### config.mk
export PLATFORM = sky130hd
export DESIGN_NAME = dac_update_sequencer_flat
export DESIGN_NICKNAME = d
export VERILOG_FILES = /design/src/rtl/dac_update_pkg.sv /design/src/rtl/dac_update_if.sv /design/src/rtl/dac_update_sequencer.sv /design/src/flat_wrapper.sv
export SDC_FILE = /design/constraint.sdc
export NUM_CORES = 1
export LEC_CHECK = 0
export BUFFER_PORTS_ARGS = -buffer_cell sky130_fd_sc_hd__clkbuf_2
export CORE_MARGIN = 3
export CORE_UTILIZATION = 25
export CTS_CLUSTER_SIZE = 8
export DETAILED_ROUTE_END_ITERATION = 8
export PLACE_DENSITY = 0.53
export REMOVE_ABC_BUFFERS = 1
export SKIP_LAST_GASP = 1
export SYNTH_ARGS = -nofsm -noshare
export SYNTH_HDL_FRONTEND = slang
export SYNTH_SLANG_ARGS = --single-unit
### constraint.sdc
create_clock -name clk -period 1.9 [get_ports clk]
set_input_delay 0.38 -clock clk [delete_from_list [all_inputs] [get_ports clk]]
set_output_delay 0.38 -clock clk [all_outputs]
set_load 0.02 [all_outputs]
### src/rtl/dac_update_pkg.sv
// Shared constants and types for the four-channel output update port
// Overview of operation
// - Controller writes low eight code bits in the same cycle as the upper bits
// - Controller writes upper four bits, shifted right
// - Codes are unsigned twelve bits, 0 to 4095
// - Only selected channels take the code
// - Several selects load the same code
// - Controller presents binary, converting BCD first
// - Sequencer visits channels one to four cyclically
// - Select read back gives one-scan pulse, advances
// - Sequencer starts first scan, parks in idle when enable drops
// - Upper image top nibble selects channels one-four
package dac_update_pkg;
   // -------------------------------------------------------------------
   // Widths and field positions
   // -------------------------------------------------------------------
   localparam int CODE_W       = 12;
   localparam int BYTE_W       = 8;
   localparam int NIBBLE_W     = 4;
   localparam int CHANNELS     = 4;
   localparam int SHIFT_PLACES = 8;
   localparam int SEL_LSB      = 4;
   localparam int BCD_DIGITS   = 3;
   localparam int BCD_RADIX    = 10;
   localparam logic [CODE_W-1:0] CODE_RESET = 12'h000;
   localparam logic [CODE_W-1:0] CODE_MAX   = 12'hfff;
   localparam logic [CHANNELS-1:0] SEL_NONE = 4'h0;
   localparam logic [CHANNELS-1:0] SEL_FIRST = 4'h1;

   typedef enum {SEQ_IDLE, SEQ_DRIVE, SEQ_WAIT} seq_state_t;
endpackage

### src/rtl/dac_update_if.sv
// Interface joining the controller end and the output module end
interface dac_update_if;
   logic [7:0] lowByteImage;            // Low code byte image
   logic [7:0] highNibbleSelectImage;   // Upper nibble and channel selects
   logic [3:0] selectReadBack;          // Selects read back as inputs

   modport controller (
      output lowByteImage,
      output highNibbleSelectImage,
      input  selectReadBack
   );
   modport module_end (
      input  lowByteImage,
      input  highNibbleSelectImage,
      output selectReadBack
   );
endinterface

### src/rtl/dac_update_sequencer.sv
// Controller end: scan sequencer writing codes to the output module
module dac_update_sequencer #(
   parameter bit BCD_INPUT = 1'b0           // Sources are BCD when set
) (
   input  wire logic              clk,      // 10 MHz clock, one scan/cycle
   input  wire logic              rst_b,    // Sync reset, active low
   input  wire logic              clkEn,    // Freezes state when low
   input  wire logic              enable,   // Keep high every scan
   input  wire logic [4*12-1:0]   srcCode,  // Source values, ch1 lowest
   output logic [3:0]             curChan,  // One-hot channel in flight
   dac_update_if.controller       bus       // Module side
);
   localparam int CW = dac_update_pkg::CODE_W;
   localparam int NC = dac_update_pkg::CHANNELS;
   localparam int BW = dac_update_pkg::BYTE_W;
   localparam int NW = dac_update_pkg::NIBBLE_W;
   localparam int ND = dac_update_pkg::BCD_DIGITS;
   localparam int SP = dac_update_pkg::SHIFT_PLACES;
   localparam int IW = NC + NW;

   // -------------------------------------------------------------------
   // Elaboration checks
   // -------------------------------------------------------------------
   // The image layout and the rotate below assume exactly this shape
   if (NC != 4 || CW != 12) begin : g_chk
      $error("dac_update_sequencer serves four 12-bit channels only");
   end
   if (BW + NW != CW) begin : g_chk_split
      $error("low byte and upper nibble must make up one code");
   end
   if (SP != BW) begin : g_chk_shift
      $error("shift must drop exactly the low byte");
   end
   if (ND * NW != CW) begin : g_chk_bcd
      $error("BCD digits must fill the code width");
   end
   if (IW != 8) begin : g_chk_image
      $error("upper image must be eight points wide");
   end

   // -------------------------------------------------------------------
   // Signals
   // -------------------------------------------------------------------
   dac_update_pkg::seq_state_t state_q;       // Scan step
   dac_update_pkg::seq_state_t state_d;
   logic [NC-1:0]              chan_q;        // One-hot channel in flight
   logic [NC-1:0]              chan_d;
   logic [BW-1:0]              low_q;         // Low byte image
   logic [BW-1:0]              low_d;
   logic [IW-1:0]              high_q;        // Selects and upper nibble
   logic [IW-1:0]              high_d;
   logic [CW-1:0]              srcWord [NC];  // Sources split per channel
   logic [CW-1:0]              raw;           // Source of current channel
   logic [CW-1:0]              digitVal [ND]; // Weighted BCD digits
   logic [CW-1:0]              bcd_to_binary_instr;           // BCD source as binary
   logic [CW-1:0]              acc;           // Code to present
   logic                       driveNow;      // Images load this scan
   logic                       readBackHit;   // Current channel echoed
   logic                       advance;       // Move to next channel

   // -------------------------------------------------------------------
   // Source pick
   // -------------------------------------------------------------------
   // Split the packed source bus into one word per channel
   for (genvar i = 0; i < NC; i++) begin : g_src
      assign srcWord[i] = srcCode[i*CW +: CW];
   end

   // Only the channel in flight feeds the accumulator
   always_comb begin
      raw = '0;
      for (int i = 0; i < NC; i++) begin
         if (chan_q[i]) begin
            raw = srcWord[i];
         end
      end
   end

   // -------------------------------------------------------------------
   // BCD conversion
   // -------------------------------------------------------------------
   // BCD to binary
   // Each decimal digit is scaled by its power of ten; digits above
   // nine are not trapped and simply scale as they stand
   for (genvar d = 0; d < ND; d++) begin : g_bcd
      localparam logic [CW-1:0] WEIGHT =
         CW'(dac_update_pkg::BCD_RADIX ** d);
      assign digitVal[d] = CW'(CW'(raw[d*NW +: NW]) * WEIGHT);
   end

   always_comb begin
      bcd_to_binary_instr = '0;
      for (int d = 0; d < ND; d++) begin
         bcd_to_binary_instr = CW'(bcd_to_binary_instr + digitVal[d]);
      end
   end

   // keep code in range
   // The mask keeps an oversized BCD result from spilling into selects
   assign acc = (BCD_INPUT ? bcd_to_binary_instr : raw) & dac_update_pkg::CODE_MAX;

   // -------------------------------------------------------------------
   // Handshake decode
   // -------------------------------------------------------------------
   assign driveNow = (state_q == dac_update_pkg::SEQ_DRIVE);

   // readback advances one step
   // Only the echo of the channel in flight counts, so a stale echo of
   // the previous channel cannot skip one
   assign readBackHit = |(bus.selectReadBack & chan_q);
   assign advance     = (state_q == dac_update_pkg::SEQ_WAIT)
                        && readBackHit;

   // -------------------------------------------------------------------
   // Scan state
   // -------------------------------------------------------------------
   always_comb begin
      state_d = state_q;
      case (state_q)
         dac_update_pkg::SEQ_IDLE: begin
            if (enable) begin
               state_d = dac_update_pkg::SEQ_DRIVE;
            end
         end
         dac_update_pkg::SEQ_DRIVE: begin
            state_d = dac_update_pkg::SEQ_WAIT;
         end
         dac_update_pkg::SEQ_WAIT: begin
            // Parks in idle after this channel if enable has dropped
            if (advance) begin
               state_d = enable ? dac_update_pkg::SEQ_DRIVE
                                : dac_update_pkg::SEQ_IDLE;
            end
         end
         default: begin
            state_d = dac_update_pkg::SEQ_IDLE;
         end
      endcase
   end

   always_ff @(posedge clk) begin
      if (!rst_b) begin
         state_q <= dac_update_pkg::SEQ_IDLE;
      end else if (clkEn) begin
         state_q <= state_d;
      end
   end

   // -------------------------------------------------------------------
   // Channel pointer
   // -------------------------------------------------------------------
   always_comb begin
      chan_d = chan_q;
      case (state_q)
         dac_update_pkg::SEQ_IDLE,
         dac_update_pkg::SEQ_DRIVE: begin
            chan_d = chan_q;
         end
         dac_update_pkg::SEQ_WAIT: begin
            if (advance) begin
               chan_d = {chan_q[NC-2:0], chan_q[NC-1]};
            end
         end
         default: begin
            chan_d = dac_update_pkg::SEL_FIRST;
         end
      endcase
   end

   always_ff @(posedge clk) begin
      if (!rst_b) begin
         chan_q <= dac_update_pkg::SEL_FIRST;
      end else if (clkEn) begin
         chan_q <= chan_d;
      end
   end

   // -------------------------------------------------------------------
   // Register images
   // -------------------------------------------------------------------
   always_comb begin
      low_d  = low_q;
      // Selects fall after one scan, giving the update pulse
      high_d = {dac_update_pkg::SEL_NONE, high_q[NW-1:0]};
      if (driveNow) begin
         low_d  = acc[BW-1:0];
         high_d = {chan_q, NW'(acc >> SP)};
      end
   end

   always_ff @(posedge clk) begin
      if (!rst_b) begin
         low_q  <= '0;
         high_q <= '0;
      end else if (clkEn) begin
         low_q  <= low_d;
         high_q <= high_d;
      end
   end

   // -------------------------------------------------------------------
   // Outputs
   // -------------------------------------------------------------------
   assign bus.lowByteImage          = low_q;
   assign bus.highNibbleSelectImage = high_q;
   assign curChan                   = chan_q;
endmodule

### src/flat_wrapper.sv
// flat-port wrapper written by rule: the top's interface ports become plain ports
module dac_update_sequencer_flat 
#(
   parameter bit BCD_INPUT = 1'b0                                      
)
  (clk, rst_b, clkEn, enable, srcCode, curChan, bus_lowByteImage, bus_highNibbleSelectImage, bus_selectReadBack);
  dac_update_if bus_i ();
  input  wire logic clk;
  input  wire logic rst_b;
  input  wire logic clkEn;
  input  wire logic enable;
  input  wire logic [4*12-1:0] srcCode;
  output logic [3:0] curChan;
  output wire logic [$bits(bus_i.lowByteImage)-1:0] bus_lowByteImage;
  output wire logic [$bits(bus_i.highNibbleSelectImage)-1:0] bus_highNibbleSelectImage;
  input wire logic [$bits(bus_i.selectReadBack)-1:0] bus_selectReadBack;
  assign bus_lowByteImage = bus_i.lowByteImage;
  assign bus_highNibbleSelectImage = bus_i.highNibbleSelectImage;
  assign bus_i.selectReadBack = bus_selectReadBack;
  dac_update_sequencer #(.BCD_INPUT(BCD_INPUT)) u_core (.clk(clk), .rst_b(rst_b), .clkEn(clkEn), .enable(enable), .srcCode(srcCode), .curChan(curChan), .bus(bus_i));
endmodule
==> reports/metrics.yaml <==
rsz0062_at_grt: "no"
final_util: 0.375
cts_tree: "built"
antenna_cells: 0
clk_path_buf_depth: 2
grt_first_pass_wirelength_um: 5990
hold_viol_final: 0
numCtsBuffers: 3
setup_violations: 0
io_buffers: 75
vias: 1417
netSwitchingPower_mw: 0.245
post-route-period-util: 0.786
tightestPinTransition_ps: 360
cp-start-kind: "flip-flop"
wl_per_cell_um: 13.0
start_util: 0.268
setup-tns-final_ps: 0
fmax_mhz: 670
cp-end-kind: "output port"
status: "finished clean"
htree_levels: 1
dp_hpwl_um: 2750
pwr-share-seq: 0.490
synth.area.top_cells: "dfxtp_1 (36%), a21oi_1 (16%), o21ai_0 (11%)"
post-route-worst-setup-slack_ps: 407
drc: 0
fp-row-count: 24
yosysTopAreaCellShare: 0.364
synth_most_common_cell: "a21oi_1"
swShare: 0.247
synth_cells: 168
cts_root_buffer: "clkbuf_8"
clkLatencyLatePin_ps: 260
core_area_um2: 4500
routed_wl_um: 3790
grt_start_max_net_pins: 30
synthDistinctLibCells: 21
grt_usage: 0.136
powerDensity_nw_per_um2: 587
yosysWarnings: 0
min_period_ps: 1490
drtPass1Iterations: 4
routabilityCongestion: 0.721
instances_no_fill: 291
cts_resized: 0
drive_gt1_frac: 0.372
synth_top_cell_by_area: "dfxtp_1"
clock_sinks: 22
seq_area_frac_synth: 0.364
cp_max_fo: 28
antenna_found_initial: 0
total_leakage_power_nw: 0.876
syn_area_per_cell_um2: 7.19
relSlewSlack: 0.760
final_nets: 296
ys.flop_type: "dfxtp_1"
drt_iter0_markers: 49
grt_pass1_vias: 1262
syn_to_final_growth_pct: 39.9
intPower_mw: 0.747
arrival_ps: 1110
clkPwrFrac: 0.330
hp-class: "primary input to flip-flop"
post_drt_via_cell_ratio: 4.87
fp.dieW_um: 75.5
ir_drop_uv: 332
required_ps: 1520
crit_type: "flip-flop to output port"
slew_violations: 0
globalRouteOverflowTotal: 0
clkTransAtPathRegs_ps: 70
die_y_um: 75.5
ys_seq_elements: 22
place_inst: 287
ctsHoldBuffers: 0
finClkSkew_ps: 3.24
pwr-share-comb: 0.180
io_pins: 76
final_cell_area_um2: 1690
place_ws_ps: 330
cap_viol_max_count: 0
dpl-instance-area_um2: 1640
async_reset_ff_frac: 0
die_area_um2: 5700
syn_area_um2: 1210
synthTopCellsByCount: "a21oi_1 (38), o21ai_0 (26), dfxtp_1 (22)"
ant_nets: 0
cts_setup_buffers: 0
synth_edf_count: 0
[logic make-up after synthesis]
group,count (synthesis),synth area share
AO/OA/AOI/OAI,89,0.425
buffers and inverters,30,0.104
multiplexers,1,0.00828
AND/OR/NAND/NOR,26,0.0983
flip-flops,22,0.364
[cell type report]
cell class / count / area (µm²)
clock buffer: 4 / 55.1
multi-input combinational: 116 / 646
inverter: 15 / 56.3
sequential: 22 / 440
timing repair buffer: 82 / 428
fill: 499 / 2810
tap: 52 / 65.1
[power groups by stage]
| stage | combinational, mW | sequential, mW | clock [mW] |
|---|---|---|---|
| 5_1_grt | 0.203 | 0.488 | 0.364 |
| 3_3_place_gp | 0.180 | 0.496 | 0 |
| 4_1_cts | 0.181 | 0.486 | 0.346 |
| 3_5_place_dp | 0.180 | 0.496 | 0 |
| 6_report | 0.179 | 0.486 | 0.327 |
| 2_1_floorplan | 0.0638 | 0.515 | 0 |
[critical path: stages (launching register included)]
cell and delay [ps]:
dfxtp_1 330, buf_4 300, clkbuf_2 230
[path summary, 6_finish.rpt]
path	from	end	slack, ps	depth (start not counted)
min	clkEn	u_core.state_q[1]	360	2
max	u_core.curChan[3]	curChan[3]	410	2
min reg2reg	u_core.bus.highNibbleSelectImage[6]	u_core.bus.highNibbleSelectImage[6]	530	2
max reg2reg	u_core.curChan[0]	u_core.curChan[3]	490	4
[state kept, by name (all words and copies together), names as in the netlist]
name                              count
u_core.bus.highNibbleSelectImage      8
u_core.bus.lowByteImage               8
u_core.curChan                        4
u_core.state_q                        2
[metal layers]
layer | part of all wire | track usage | up-vias
met5 | 0 | 0 | -
met4 | 0.0045 | 0.0175 | 0
met3 | 0.095 | 0.0435 | 2
met2 | 0.44 | 0.226 | 66
met1 | 0.46 | 0.177 | 608
li1 | - | - | 741
[cells in the final DEF (no fill, tap or decap), types with 2 or more instances in the layout]
cell type,n
clkbuf_2,75
a21oi_1,38
o21ai_0,26
dfxtp_1,22
a22oi_1,17
inv_1,15
nand2_1,15
buf_4,7
nor2_1,5
clkbuf_8,4
a22o_1,3
nand2b_1,2
a31oi_1,2
[metrics by stage]
step	total power, mW	hold WS, ps
finish	0.992	361
global route	1.06	364
CTS	1.01	353
detailed placement	0.676	511
global placement	0.676	511
floorplan	0.579	480
(Power assumes the default switching activity.)
